[config.mk]
export PLATFORM = sky130hd
export DESIGN_NAME = interrupt_vector_placement
export DESIGN_NICKNAME = d
export VERILOG_FILES = /design/src/verilog/ivp_pkg.sv /design/src/verilog/ivp_pick_if.sv /design/src/verilog/interrupt_vector_placement.sv /design/src/verilog/ivp_pick.sv
export SDC_FILE = /design/constraint.sdc
export NUM_CORES = 1
export LEC_CHECK = 0
export ABC_AREA = 1
export ABC_CLOCK_PERIOD_IN_PS = 2450
export BUFFER_PORTS_ARGS = -buffer_cell sky130_fd_sc_hd__buf_2
export CAP_MARGIN = 10
export CORE_MARGIN = 2
export CORE_UTILIZATION = 35
export CTS_CLUSTER_SIZE = 30
export DETAILED_ROUTE_END_ITERATION = 6
export SYNTH_ARGS = -nofsm -noshare
export SYNTH_HDL_FRONTEND = slang
export SYNTH_SLANG_ARGS = --single-unit
[constraint.sdc]
create_clock -name i_ref_clk -period 2.45 [get_ports i_ref_clk]
set_clock_uncertainty 0.1 [all_clocks]
set_input_delay 0.3675 -clock i_ref_clk [delete_from_list [all_inputs] [get_ports i_ref_clk]]
set_output_delay 0.3675 -clock i_ref_clk [all_outputs]
set_load 0.01 [all_outputs]
[src/verilog/ivp_pkg.sv]
// Purpose: Shared constants and types for interrupt vector placement
// Assumes: Program addresses are 12-bit flash word addresses
// Notes:   Offsets are indexed by interrupt source, lowest first
package ivp_pkg;
    // Widths
    localparam int ADDR_W = 12;
    localparam int SRC_N  = 18;
    localparam int NUM_W  = 5;

    // Reset placement
    localparam logic [11:0] RESET_ADDR_APP  = 12'h000;
    localparam logic [11:0] APP_BASE        = 12'h000;
    localparam logic        FUSE_PROGRAMMED = 1'b0;

    // Vector numbers
    localparam logic [4:0] VEC_NUM_RESET     = 5'h01;
    localparam logic [4:0] VEC_NUM_FIRST_IRQ = 5'h02;

    // Table offsets per source, index 0 is external_irq_zero
    localparam logic [11:0] VEC_OFFSET [SRC_N] = '{
        12'h001, 12'h002, 12'h003, 12'h004, 12'h005, 12'h006,
        12'h007, 12'h008, 12'h009, 12'h00A, 12'h00B, 12'h00C,
        12'h00D, 12'h00E, 12'h00F, 12'h010, 12'h011, 12'h012};

    // Source indices used by checks
    localparam int EXT0_IDX   = 0;
    localparam int TIMER0_IDX = 8;
    localparam int SPM_IDX    = 17;

    // Control write fields
    localparam int CTRL_CE_BIT  = 0;
    localparam int CTRL_SEL_BIT = 1;

    // Timing counts in cycles
    localparam logic [2:0] CHANGE_WINDOW_CYC = 3'h4;
    localparam logic [2:0] CHANGE_CNT_LOAD   = CHANGE_WINDOW_CYC - 3'h1;
    localparam logic [1:0] SYNC_SETTLE       = 2'h2;

    typedef enum logic [2:0] {
        CHG_IDLE  = 3'b001,
        CHG_ARMED = 3'b010,
        CHG_HOLD  = 3'b100
    } chg_state_t;
endpackage
[src/verilog/ivp_pick_if.sv]
// Purpose: Carrier between placement logic and priority picker
// Assumes: Requests are already enabled and pending
// Notes:   Picker is combinational
`timescale 1ns/1ps
interface ivp_pick_if;
    logic [17:0] req;
    logic        valid;
    logic [4:0]  idx;

    modport picker (input req, output valid, output idx);
    modport user   (output req, input valid, input idx);
endinterface

[src/verilog/interrupt_vector_placement.sv]
// Purpose: Reset and interrupt vector address generation for the core
// Assumes: Requests arrive enabled and pending from same-clock logic
// Notes:   Fuse and boot start address are pins, synchronised here
`timescale 1ns/1ps
// Contract
// RULE1: All reset causes share vector one
// RULE2: External irqs use offsets one and two
// RULE3: Timer vectors use offsets three to nine
// RULE4: Serial and ADC vectors use offsets A-E
// RULE5: Remaining vectors use offsets F to 12
// RULE6: Select set adds boot start to offsets
// RULE7: Programmed fuse starts at boot reset address
// RULE8: Placement follows all fuse/select combinations
// RULE9: Fuse one unprogrammed, zero programmed
// RULE10: Vector fetched only when source taken
// RULE11: Software arms change then writes select
// RULE12: Change enable clears after four cycles
// RULE13: Interrupts blocked during change sequence
// RULE14: Lowest vector number wins when several pending
module interrupt_vector_placement (
    input  wire logic        i_ref_clk,
    input  wire logic        i_rst_b,
    input  wire logic        i_boot_reset_select_fuse,
    input  wire logic [11:0] i_boot_start_addr,
    input  wire logic [17:0] i_irq_req,
    input  wire logic        i_global_irq_enable,
    input  wire logic        i_core_ready,
    input  wire logic        i_ctrl_wr,
    input  wire logic [1:0]  i_ctrl_wdata,
    input  wire logic        i_instr_done,
    output logic             o_vector_take,
    output logic             o_reset_take,
    output logic [11:0]      o_vector_addr,
    output logic [4:0]       o_vector_num,
    output logic             o_vector_table_select,
    output logic             o_vector_change_enable,
    output logic             o_irq_blocked
);
    logic                rst_meta;
    logic                rst_b;
    logic [12:0]         cfg_meta;
    logic [12:0]         cfg_q;
    logic                fuse_q;
    logic [11:0]         boot_q;
    logic [1:0]          settle_cnt;
    logic [1:0]          next_settle_cnt;
    logic                reset_pend;
    logic                next_reset_pend;
    logic                reset_fire;
    ivp_pkg::chg_state_t state;
    ivp_pkg::chg_state_t next_state;
    logic                next_sel;
    logic [2:0]          ce_cnt;
    logic [2:0]          next_ce_cnt;
    logic                ce_write;
    logic                irq_block_now;
    logic                irq_ok;
    logic                next_vector_take;
    logic                next_reset_take;
    logic [11:0]         next_vector_addr;
    logic [4:0]          next_vector_num;
    logic [11:0]         irq_base;

    ivp_pick_if pick_bus ();

    ivp_pick u_pick (
        .i_clk   (i_ref_clk),
        .i_rst_b (rst_b),
        .pick    (pick_bus.picker)
    );

    // Reset release through two flops, assertion stays asynchronous
    always_ff @(posedge i_ref_clk or negedge i_rst_b) begin
        if (!i_rst_b) begin
            rst_meta <= 1'b0;
            rst_b    <= 1'b0;
        end else begin
            rst_meta <= 1'b1;
            rst_b    <= rst_meta;
        end
    end

    // Fuse pins are static, so a plain two-flop sync is enough
    always_ff @(posedge i_ref_clk or negedge rst_b) begin
        if (!rst_b) begin
            cfg_meta <= '0;
            cfg_q    <= '0;
        end else begin
            cfg_meta <= {i_boot_reset_select_fuse, i_boot_start_addr};
            cfg_q    <= cfg_meta;
        end
    end
    assign fuse_q = cfg_q[12];
    assign boot_q = cfg_q[11:0];

    // Hold the reset vector until the synced fuse is trustworthy
    always_comb begin
        next_settle_cnt = settle_cnt;
        next_reset_pend = reset_pend;
        reset_fire      = reset_pend && (settle_cnt == ivp_pkg::SYNC_SETTLE);
        if (reset_pend && !reset_fire) begin
            next_settle_cnt = settle_cnt + 2'h1;
        end
        if (reset_fire) begin
            next_reset_pend = 1'b0;
        end
    end

    always_ff @(posedge i_ref_clk or negedge rst_b) begin
        if (!rst_b) begin
            settle_cnt <= 2'h0;
            reset_pend <= 1'b1;
        end else begin
            settle_cnt <= next_settle_cnt;
            reset_pend <= next_reset_pend;
        end
    end

    // Timed change sequence for the table select
    assign ce_write = i_ctrl_wr && i_ctrl_wdata[ivp_pkg::CTRL_CE_BIT];
    always_comb begin
        next_state  = state;
        next_sel    = o_vector_table_select;
        next_ce_cnt = ce_cnt;
        unique case (state)
            ivp_pkg::CHG_IDLE: begin
                if (ce_write) begin                    // RULE11
                    next_state  = ivp_pkg::CHG_ARMED;
                    next_ce_cnt = ivp_pkg::CHANGE_CNT_LOAD;
                end
            end
            ivp_pkg::CHG_ARMED: begin
                if (ce_write) begin
                    next_ce_cnt = ivp_pkg::CHANGE_CNT_LOAD;
                end else if (i_ctrl_wr) begin
                    next_sel   = i_ctrl_wdata[ivp_pkg::CTRL_SEL_BIT];
                    next_state = ivp_pkg::CHG_HOLD;    // RULE12
                end else if (ce_cnt == 3'h0) begin
                    next_state = ivp_pkg::CHG_IDLE;    // RULE12
                end else begin
                    next_ce_cnt = ce_cnt - 3'h1;
                end
            end
            ivp_pkg::CHG_HOLD: begin
                // Blocked until the next instruction has completed
                if (ce_write) begin
                    next_state  = ivp_pkg::CHG_ARMED;
                    next_ce_cnt = ivp_pkg::CHANGE_CNT_LOAD;
                end else if (i_instr_done) begin
                    next_state = ivp_pkg::CHG_IDLE;    // RULE13
                end
            end
        endcase
    end

    always_ff @(posedge i_ref_clk or negedge rst_b) begin
        if (!rst_b) begin
            state                 <= ivp_pkg::CHG_IDLE;
            o_vector_table_select <= 1'b0;
            ce_cnt                <= 3'h0;
        end else begin
            state                 <= next_state;
            o_vector_table_select <= next_sel;
            ce_cnt                <= next_ce_cnt;
        end
    end

    assign o_vector_change_enable = (state == ivp_pkg::CHG_ARMED);
    assign o_irq_blocked          = (state != ivp_pkg::CHG_IDLE);
    // Block from the arming write itself; I-bit is left alone
    assign irq_block_now = o_irq_blocked || ce_write;   // RULE13

    // Picker sees the raw requests; enable, ready and blocking gate only its result
    assign pick_bus.req = i_irq_req;
    assign irq_base = o_vector_table_select ? boot_q : ivp_pkg::APP_BASE;
    // Skip the cycle after a take so the core can drop ready
    assign irq_ok = pick_bus.valid && i_core_ready && i_global_irq_enable
                    && !irq_block_now && !reset_pend && !o_vector_take;

    // Vector address and number for the fetch side
    always_comb begin
        next_vector_take = irq_ok;                      // RULE10
        next_reset_take  = reset_fire;                  // RULE10
        next_vector_addr = o_vector_addr;
        next_vector_num  = o_vector_num;
        if (reset_fire) begin
            next_vector_num = ivp_pkg::VEC_NUM_RESET;   // RULE1
            if (fuse_q == ivp_pkg::FUSE_PROGRAMMED) begin  // RULE9
                next_vector_addr = boot_q;              // RULE7
            end else begin
                next_vector_addr = ivp_pkg::RESET_ADDR_APP; // RULE8
            end
        end else if (irq_ok) begin
            // RULE2 RULE3 RULE4 RULE5 RULE6
            next_vector_addr = irq_base
                               + ivp_pkg::VEC_OFFSET[pick_bus.idx];
            next_vector_num  = pick_bus.idx + ivp_pkg::VEC_NUM_FIRST_IRQ;
        end
    end

    always_ff @(posedge i_ref_clk or negedge rst_b) begin
        if (!rst_b) begin
            o_vector_take <= 1'b0;
            o_reset_take  <= 1'b0;
            o_vector_addr <= ivp_pkg::RESET_ADDR_APP;
            o_vector_num  <= ivp_pkg::VEC_NUM_RESET;
        end else begin
            o_vector_take <= next_vector_take;
            o_reset_take  <= next_reset_take;
            o_vector_addr <= next_vector_addr;
            o_vector_num  <= next_vector_num;
        end
    end
endmodule

[src/verilog/ivp_pick.sv]
// Purpose: Chooses the pending source with the lowest vector number
// Assumes: Clock and reset only serve the checks
// Notes:   Fixed priority, no fairness between sources
`timescale 1ns/1ps
module ivp_pick (
    input  wire logic  i_clk,
    input  wire logic  i_rst_b,
    ivp_pick_if.picker pick
);
    logic [17:0] lower_mask;

    // Scan downward so the lowest set bit is the last one kept
    always_comb begin
        pick.valid = 1'b0;
        pick.idx   = '0;
        for (int i = ivp_pkg::SRC_N - 1; i >= 0; i--) begin
            if (pick.req[i]) begin
                pick.valid = 1'b1;      // RULE14
                pick.idx   = 5'(i);     // RULE14
            end
        end
    end

    // Check helper: bits below the winner
    assign lower_mask = (18'h1_0000 >> 16 << pick.idx) - 18'h1;
endmodule

* Word level (Yosys, flattened, before mapping)
Memory sizes are Yosys's and may differ from the RTL's. Cells that the tools add are included.
Storage, ports and cells: register bits after elaboration 57, bits in read-only memories 384, bits of input ports 39, output and inout port bits 22, logic and storage cells 108, memories kept 1
Memories:
- (name not given) | words 32, bits a word 12, read ports 1, clocked after Yosys merged registers in 0, write ports 0, RTL line interrupt_vector_placement.sv:196 | + ivp_pkg::VEC_OFFSET[pick_bus.idx];
Operators by class: add/subtract/negate cells 4, magnitude comparators 1, eq/ne operators 12, multiplexer cells 56, bitwise logic cells 2, reductions and logical operators 19
Operators by type and width (number):
- two-way mux 5 bit | 20
- two-way mux 12 bit | 6
- two-way mux 3 bit | 10
- two-way mux 1 bit | 18
- adder 12 bit | 1
- one-hot mux 3 bit (3 select lines) | 1
- logical AND 1 bit | 8
- greater-or-equal comparator 6 bit (second input constant) | 1
- inequality test 3 x 2 -> 1 bit (second input constant) | 2
- inequality test 3 bit (second input constant) | 2
- inverter 5 -> 6 bit | 1
- one-hot mux 3 bit (2 select lines) | 1
- AND reduction 3 bit | 2
- adder 5 x 2 -> 5 bit (second input constant) | 1
- logical NOT 1 bit | 4
- inequality test 2 bit (second input constant) | 2
- AND reduction 4 bit | 1
- equality test 3 x 1 -> 1 bit (second input constant) | 1
- equality test 3 x 2 -> 1 bit (second input constant) | 1
- equality test 3 bit (second input constant) | 1
- logical NOT 3 bit | 1
- inequality test 3 x 1 -> 1 bit (second input constant) | 1
- subtractor 3 x 1 -> 3 bit (second input constant) | 1
- adder 2 x 1 -> 2 bit (second input constant) | 1
- 6 further kinds | 6

* Longest topological paths before layout
Gate-level depths: netlist (run 1).
depth in word-level cells 25, depth in mapped cells 36

* Cells and area by module
Synthesis (run 1) repeated with hierarchy kept, for this count alone.
Second synthesis, totals: cells, all modules 372, area, all modules 3061.7 um2
By module, submodules not included:
- interrupt_vector_placement | instances 1, cells an instance 316, area each 2821.5 um2, sequential area each 1430.1 um2
- ivp_pick | instances 1, cells an instance 56, area each 240.2 um2, sequential area each 0.0 um2

* Worst setup path after synthesis (run 1)
OpenSTA, ideal clock, no wires.
kind input port to flip-flop, start input i_irq_req[15], end register o_vector_addr[10], library setup time 82 ps, data arrival time 3068 ps, required time 2268 ps, slack -800 ps, stages on the path 32, cells stage by stage inv_1 nand2_1 nand2_1 nand2_1 nand2_1 nand2_1 nand2_1 nand2_1 nand2_1 nand2_1 nand2_1 nand2_1 nand2_1 nand2_1 nand2_1 nand2_1 nand2_1 inv_1 ha_1 a31o_1 nand2_1 fa_1 nand3b_1 nand2_1 nand2_1 a21oi_2 nand2_1 nor2_2 nand2_1 o21ai_0 nand3b_1 a31oi_1
Between the ends: cells in the longest elaborated chain, start to end 23, elaborated cells on any way between the ends 45
RTL lines:
- from (decl) | RTL line interrupt_vector_placement.sv:25 | input wire logic [17:0] i_irq_req,
- two-way mux 5 bit (16 in a row) | RTL line ivp_pick.sv:17 | if (pick.req[i]) begin
- inverter 5 -> 6 bit (not written as such) | RTL line interrupt_vector_placement.sv:196
- memory read (32 x 12 bit)
- two-way mux 12 bit (not written as such) (2 in a row) | RTL line interrupt_vector_placement.sv:196
- adder 12 bit | RTL line interrupt_vector_placement.sv:196
- two-way mux 12 bit | RTL line interrupt_vector_placement.sv:193 | end else if (irq_ok) begin
- two-way mux 12 bit | RTL line interrupt_vector_placement.sv:186 | if (reset_fire) begin
- to (signal assigned) | RTL line interrupt_vector_placement.sv:205 | o_vector_addr <= ivp_pkg::RESET_ADDR_APP;
- to (signal assigned) | RTL line interrupt_vector_placement.sv:210 | o_vector_addr <= next_vector_addr;
- to (decl) | RTL line interrupt_vector_placement.sv:33 | output logic [11:0] o_vector_addr,
Parallel ways exist; a longest one is shown, timed or not. The select of a mux whose other input is x is not followed. A chain may end at the register's enable or synchronous reset.

* Worst setup path after layout (run 1)
start input i_irq_req[16], end register o_vector_addr[10]
Between the ends: cells in the longest elaborated chain, start to end 24, elaborated cells on any way between the ends 47
RTL lines (RTL line):
- two-way mux 5 bit (17 in a row) | ivp_pick.sv:17
- inverter 5 -> 6 bit (not written as such) | interrupt_vector_placement.sv:196
- memory read (32 x 12 bit)
- two-way mux 12 bit (not written as such) (2 in a row) | interrupt_vector_placement.sv:196
- adder 12 bit | interrupt_vector_placement.sv:196
- two-way mux 12 bit | interrupt_vector_placement.sv:193
- two-way mux 12 bit | interrupt_vector_placement.sv:186
Parallel ways exist; a longest one is shown, timed or not. The select of a mux whose other input is x is not followed.

==> results of run 1 <==
[through the flow]
stage / std cells / TNS (ns)
2_1_floorplan: 320 / -4.40
3_3_place_gp: 512 / -8.21
3_5_place_dp: 512 / -9.07
4_1_cts: 540 / -4.81
5_1_grt: 539 / -8.38
6_report: 539 / -5.18
[sequential cells by signal (all words and copies together) (netlist names), 2 cells and up]
| signal | flops |
|---|---|
| o_vector_addr | 12 |
| ce_cnt | 3 |
| settle_cnt | 2 |
| state | 3 |
| o_vector_num | 5 |
| cfg_q | 13 |
| cfg_meta | 13 |
[worst max-delay path by stage]
stage | cells after the start | endpoint | start
after floorplan | 36 | o_vector_addr[11]$_DFFE_PN0P_ | i_irq_req[16]
after global placement | 37 | o_vector_addr[11]$_DFFE_PN0P_ | i_irq_req[16]
after detailed placement | 37 | o_vector_addr[11]$_DFFE_PN0P_ | i_irq_req[16]
after CTS | 37 | o_vector_addr[11]$_DFFE_PN0P_ | i_irq_req[16]
after global routing | 34 | o_vector_addr[10]$_DFFE_PN0P_ | i_irq_req[16]
final | 34 | o_vector_addr[10]$_DFFE_PN0P_ | i_irq_req[16]
[synth_stat cells, types with 2 or more instances]
| cell | instances | area (µm²) |
|---|---|---|
| nand2_1 | 72 | 270 |
| clkbuf_1 | 3 | 11.3 |
| nand2_4 | 2 | 22.5 |
| nand3b_1 | 3 | 22.5 |
| nor3_2 | 2 | 20.0 |
| o211ai_1 | 5 | 37.5 |
| inv_1 | 52 | 195 |
| ha_1 | 11 | 138 |
| nor3_1 | 4 | 20.0 |
| nor2_1 | 22 | 82.6 |
| a21oi_1 | 11 | 55.1 |
| or2_2 | 2 | 12.5 |
| nor2_2 | 3 | 18.8 |
| nand4_1 | 4 | 25.0 |
| dfrtp_1 | 54 | 1350 |
| dfstp_2 | 3 | 78.8 |
| a31oi_1 | 5 | 31.3 |
| o21ai_0 | 12 | 60.1 |
| xor2_1 | 3 | 26.3 |
| xnor2_1 | 2 | 17.5 |
| nand3_1 | 27 | 135 |
[timing repair]
action	in CTS	in global routing
setup endpoints to repair	11	11
gates cloned	0	0
hold endpoints to repair	2	0
pin swaps	8	25
hold buffers	1	0
buffers inserted	12	2
gates resized for setup	22	22
[where the power goes]
group | internal, mW | switching [mW] | leakage [nW]
logic | 0.443 | 0.556 | 1.23
registers | 1.14 | 0.110 | 0.659
clock network | 0.466 | 0.388 | 0.0912
[logic make-up (layout without fill, tap and decap cells)]
group | count (synthesis) | after routing | share of synthesized area
simple gates | 146 | 146 | 0.242
buf+inv | 59 | 176 | 0.0834
flops | 57 | 57 | 0.512
compound gates | 40 | 40 | 0.0883
fa+ha+maj | 12 | 12 | 0.0565
xor+xnor | 5 | 5 | 0.0157
other cells | 1 | 1 | 0.00134
[worst register-to-register path, cell delays in order (launching register included)]
cell and delay (ns):
dfrtp_1 0.41, nand2_1 0.09, inv_1 0.07, ha_1 0.17, inv_1 0.07, fa_2 0.35, nand3b_1 0.16, nand2_1 0.09
nand2_1 0.07, a21oi_2 0.16, nand2_1 0.09, nor2_2 0.15, nand2_2 0.08, o21ai_2 0.12, nand3b_1 0.08, a31oi_1 0.18
[per-layer routing]
| layer | share of wire | routed length [µm] | global-route usage | vias up |
|---|---|---|---|---|
| met2 | 0.48 | 3220 | 0.269 | 59 |
| met4 | 0.015 | 102 | 0.0748 | 0 |
| met5 | 0 | 0 | 0 | - |
| met3 | 0.053 | 354 | 0.0330 | 9 |
| li1 | - | - | - | 1248 |
| met1 | 0.45 | 2980 | 0.202 | 1118 |
[final cells by class]
type	count	area [µm²]
clock buffers	9	124
clock inverters	7	71.3
fillers	717	3780
inverters	54	213
multi-input cells	204	1310
flip-flops and latches	57	1430
well taps	102	128
repair buffers	106	674
==> metrics.txt, run 1 <==
Post-Route Utilization 0.511; most frequent cells in the layout nand2_1 (62), buf_2 (57), dfrtp_1 (53); Core Region slightly below 8000 µm²; worst reg2reg setup slack -0.07 ns; worst slack at placement -1.18 ns; Most used DFF post-synth dfrtp_1; Avg Cell Area, Syn 8.72 µm²; Routed WL per cell 12.3 µm; Post-synth EDFFs 0; vias in the first global route 2450; Buffers on Ports 60; post-synthesis sequential area ratio 0.512; share of layout cells above drive strength 1 0.405; post-synthesis async set-or-reset flop share 1.00; Hold WC Path Type reg2async; Routed Antenna Nets 0; Post-Syn Nets 371; PD cells just under 800 nW/µm²; DR DRC count 0; Worst Tran Pin Value 0.540 ns; critical path arrival between 3 and 4 ns; height of the die 93.3 µm; fin crit period 3.21 ns; Worst R2R End o_vector_addr[10]$_DFFE_PN0P_; max incr delay on CP 0.34 ns; worst-case clock buffer depth 2; Top cell by count, worst path nand2_1; crit-path max FO 3; gpl congestion just over 0.8; io pins a little over 60; n_diodes 0; Vias roughly 2400; Total Wirelength about 6700 µm; leakage around 2.0 nW; clk_lat worst skew 0.33 ns; CTS clk-pin slew, worst paths 0.07 ns; CTS tree yes; status finished with violations; total CTS buffers 9; Final Hold Vio Count 0; initial core utilization 0.361; Worst Path Buf+Inv 3; launch point of the worst reg-to-reg path o_vector_table_select$_DFFE_PN0P_; Worst path top cell family by delay simple AND/OR/NAND/NOR gates; Mapped Cells 320; Rows 32; synth warn 0; DP HPWL 4610 µm; Total Nets Final 483; Synth Cell Area 2790 µm²; Num Clock Sinks between 50 and 60; Peak VDD IR 419 µV; fmax 0.312 GHz; WHS ~0.039 ns; violated checks setup timing; Slew Viols, Final 0; most common cell after layout, fill and taps aside nand2_1; final setup fails 10; final worst slack -0.757 ns; vias per inst 4.52; Synth-to-Final Area Change 41.5%; placed inst area between 3000 and 4000 µm²; post-route cell area 3950 µm²; Reg2Reg Depth 15; first-pass GRT wire length 11000 µm; Tot GR Track Use 0.162; DRT Pass-1 Iters 4; number of max-cap violations 0; GRT Residual Overflow 0; initial antenna violation count 0; slowest CP cell fa_2; H-tree levels 3; overall power around 3.1 mW; CP startpoint kind input port; clock root buffer clkbuf_8; post-route clock period utilization 1.31; headroom to the max-slew limit 0.640; die width 93.3 µm; synth unique cells 39; Iteration-0 DRC Markers 107; Die Area between 8000 and 9000 µm²; CP Class in2reg; CP required 2.60 ns; crit end category flip-flop; RSZ-0062 raised after global routing true; Synth Register Bits 57; largest net degree at the start of global routing 44
No activity file was read; power rests on OpenSTA's default activity.
==> run 2, diff against run 1 <==
--- a/config.mk
+++ b/config.mk
@@ -5,7 +5,6 @@
 export SDC_FILE = /design/constraint.sdc
 export NUM_CORES = 1
 export LEC_CHECK = 0
-export ABC_AREA = 1
 export ABC_CLOCK_PERIOD_IN_PS = 2450
 export BUFFER_PORTS_ARGS = -buffer_cell sky130_fd_sc_hd__buf_2
 export CAP_MARGIN = 10
==> metrics.txt, run 2 <==
Avg Cell Area, Syn 10.4 µm²; top flop regs cfg_meta x13, cfg_q x13, o_vector_addr x12; synth warn 0; crit-path max FO 4; Seq. cell area approximately 1400 µm²; switch share 0.313; Sequential Power Share 0.400; setup TNS -2.29 ns; clock root buffer clkbuf_8; fin crit period about 2.9 ns; number of max-cap violations 0; DRT Pass-1 Iters 4; initial core utilization 0.361; most common cell after layout, fill and taps aside buf_2; DR DRC count 0; CTS tree yes; crit path from i_irq_req[17]; area of the multi-input gates 1470 µm²; launch point of the worst reg-to-reg path o_vector_table_select$_DFFE_PN0P_; Synth-to-Final Area Change 43.6%; Core Region 7770 µm²; Mapped Cells 270; Most used DFF post-synth dfrtp_1; Num Clock Sinks 57; Synth Register Bits 57; most frequent cell after synthesis dfrtp_1; largest net degree at the start of global routing 46; critical path arrival 2.99 ns; final worst slack -0.409 ns; PD cells 761 nW/µm²; switching power 0.961 mW; Tot GR Track Use 0.164; Vias 2405; headroom to the max-slew limit 0.359; post-synthesis async set-or-reset flop share 1.00; vias in the first global route 2407; DP HPWL roughly 5000 µm; io pins 61; Cell Int Power between 2 and 2.5 mW; leakage 1.92 nW; Post-synth EDFFs 0; post-synthesis sequential area ratio 0.509; n_diodes 0; top cells by count, synth dfrtp_1 (54), nand2_1 (23), nor2_1 (19); Routed WL per cell 13.9 µm; Final Hold Vio Count 0; violated checks setup timing; WHS just under 0.03 ns; clock network fraction of design power 0.299; hold_sp i_boot_start_addr[3]; clk_lat worst skew 0.34 ns; fmax 0.350 GHz; Rows 32; first-pass GRT wire length 11100 µm; worst reg2reg setup slack 0.15 ns; Total Nets Final 440; share of layout cells above drive strength 1 0.434; top cells by area, synth dfrtp_1 (48%), ha_1 (4.9%), o21ai_0 (3.2%); Gate power share 0.301; gpl congestion 0.803; FILL cells 723; Hold WC Path Type in2reg; RSZ-0062 raised after global routing true; Die Area 8750 µm²; top-area cell type share of the netlist area 0.481; Worst Tran Pin Value 0.962 ns; total CTS buffers 9; synth unique cells 58; initial antenna violation count 0; Iteration-0 DRC Markers 147; die width about 94 µm; post-route clock period utilization 1.17; CTS clk-pin slew, worst paths ~0.06 ns; Synth Cell Area approximately 2800 µm²; Buffers on Ports 60; CP startpoint kind input port; CP Class in2reg; worst-case clock buffer depth 2; crit end category flip-flop; status finished with violations; Post-Syn Nets 321; most frequent cells in the layout buf_2 (58), dfrtp_1 (53), buf_4 (49); GRT Residual Overflow 0; Slew Viols, Final 0; Routed Antenna Nets 0; Total Wirelength 6900 µm; H-tree levels 3; height of the die 93.6 µm; Yosys top cell by area dfrtp_1; Peak VDD IR 688 µV; vias per inst 4.85; final setup fails 10; CP required about 2.6 ns
run 2: final timing paths:
kind | depth (start not counted) | endpoint
max in group asynchronous | 1 | o_vector_addr[1]$_DFFE_PN0P_
worst max-delay path | 14 | o_vector_addr[11]$_DFFE_PN0P_
min in group asynchronous | 2 | rst_b$_DFF_PN0_
worst min-delay path | 1 | cfg_meta[3]$_DFF_PN0_
worst min register to register | 0 | cfg_q[8]$_DFF_PN0_
worst max register to register | 8 | o_vector_addr[11]$_DFFE_PN0P_
run 2: cells by family (layout without fill, tap and decap cells):
logic type | Yosys count | after routing | share of synthesized area
buffers and inverters | 24 | 148 | 0.0352
flip-flops | 57 | 57 | 0.509
multiplexers | 5 | 5 | 0.0187
XOR/XNOR | 7 | 7 | 0.0218
adder cells (fa/ha/maj) | 12 | 12 | 0.0561
AND/OR/NAND/NOR | 101 | 101 | 0.198
AO/OA/AOI/OAI | 63 | 63 | 0.159
other | 1 | 1 | 0.00134
run 2: power by group through the flow:
stage	Combinational [mW]	Sequential, mW	Clock, mW
after floorplan	0.485	1.25	0
after global placement	0.828	1.24	0
after detailed placement	0.846	1.25	0
after CTS	0.902	1.23	0.948
after global routing	1.02	1.25	0.997
final	0.922	1.23	0.917
run 2: metal layers:
layer,GRT usage,share of wire,up-vias
li1,-,-,1206
met1,0.226,0.47,1138
met2,0.249,0.47,54
met3,0.0492,0.050,7
met4,0.0507,0.0087,0
met5,0,0,-
run 2: cell type report:
class	instances	share of cell area
clock buffers	12	0.0385
clock inverters	4	0.0127
inverters	19	0.0177
multi-input cells	189	0.365
flip-flops and latches	57	0.355
well taps	102	0.0316
repair buffers	113	0.180
run 2: critical path, cell delays in order:
cell	delay, ns
buf_6	0.09
nor2b_4	0.12
o311ai_2	0.21
nand3_1	0.15
a32oi_2	0.28
inv_2	0.10
ha_4	0.23
mux2_4	0.28
ha_4	0.23
a211oi_4	0.22
o21ai_2	0.11
and4b_1	0.20
o21a_1	0.17
o221a_2	0.22
run 2: metrics by stage:
| stage | instances | instance area [µm²] | power (mW) | worst slack, ns | utilization |
|---|---|---|---|---|---|
| after floorplan | 270 | 2910 | 1.73 | -0.578 | - |
| after global placement | 476 | 3670 | 2.07 | -0.748 | 0.472 |
| after detailed placement | 476 | 3670 | 2.09 | -0.834 | 0.472 |
| after CTS | 495 | 3970 | 3.08 | -0.382 | 0.511 |
| after global routing | 496 | 4030 | 3.27 | -0.505 | 0.519 |
| final | 496 | 4030 | 3.07 | -0.409 | 0.519 |
run 2: what timing repair did:
item / in CTS / in global routing
buffers inserted: 2 / 1
hold buffers: 1 / 0
pin swaps: 24 / 16
endpoints found under the setup margin: 11 / 11
hold endpoints to repair: 2 / 0
resized for setup: 23 / 10
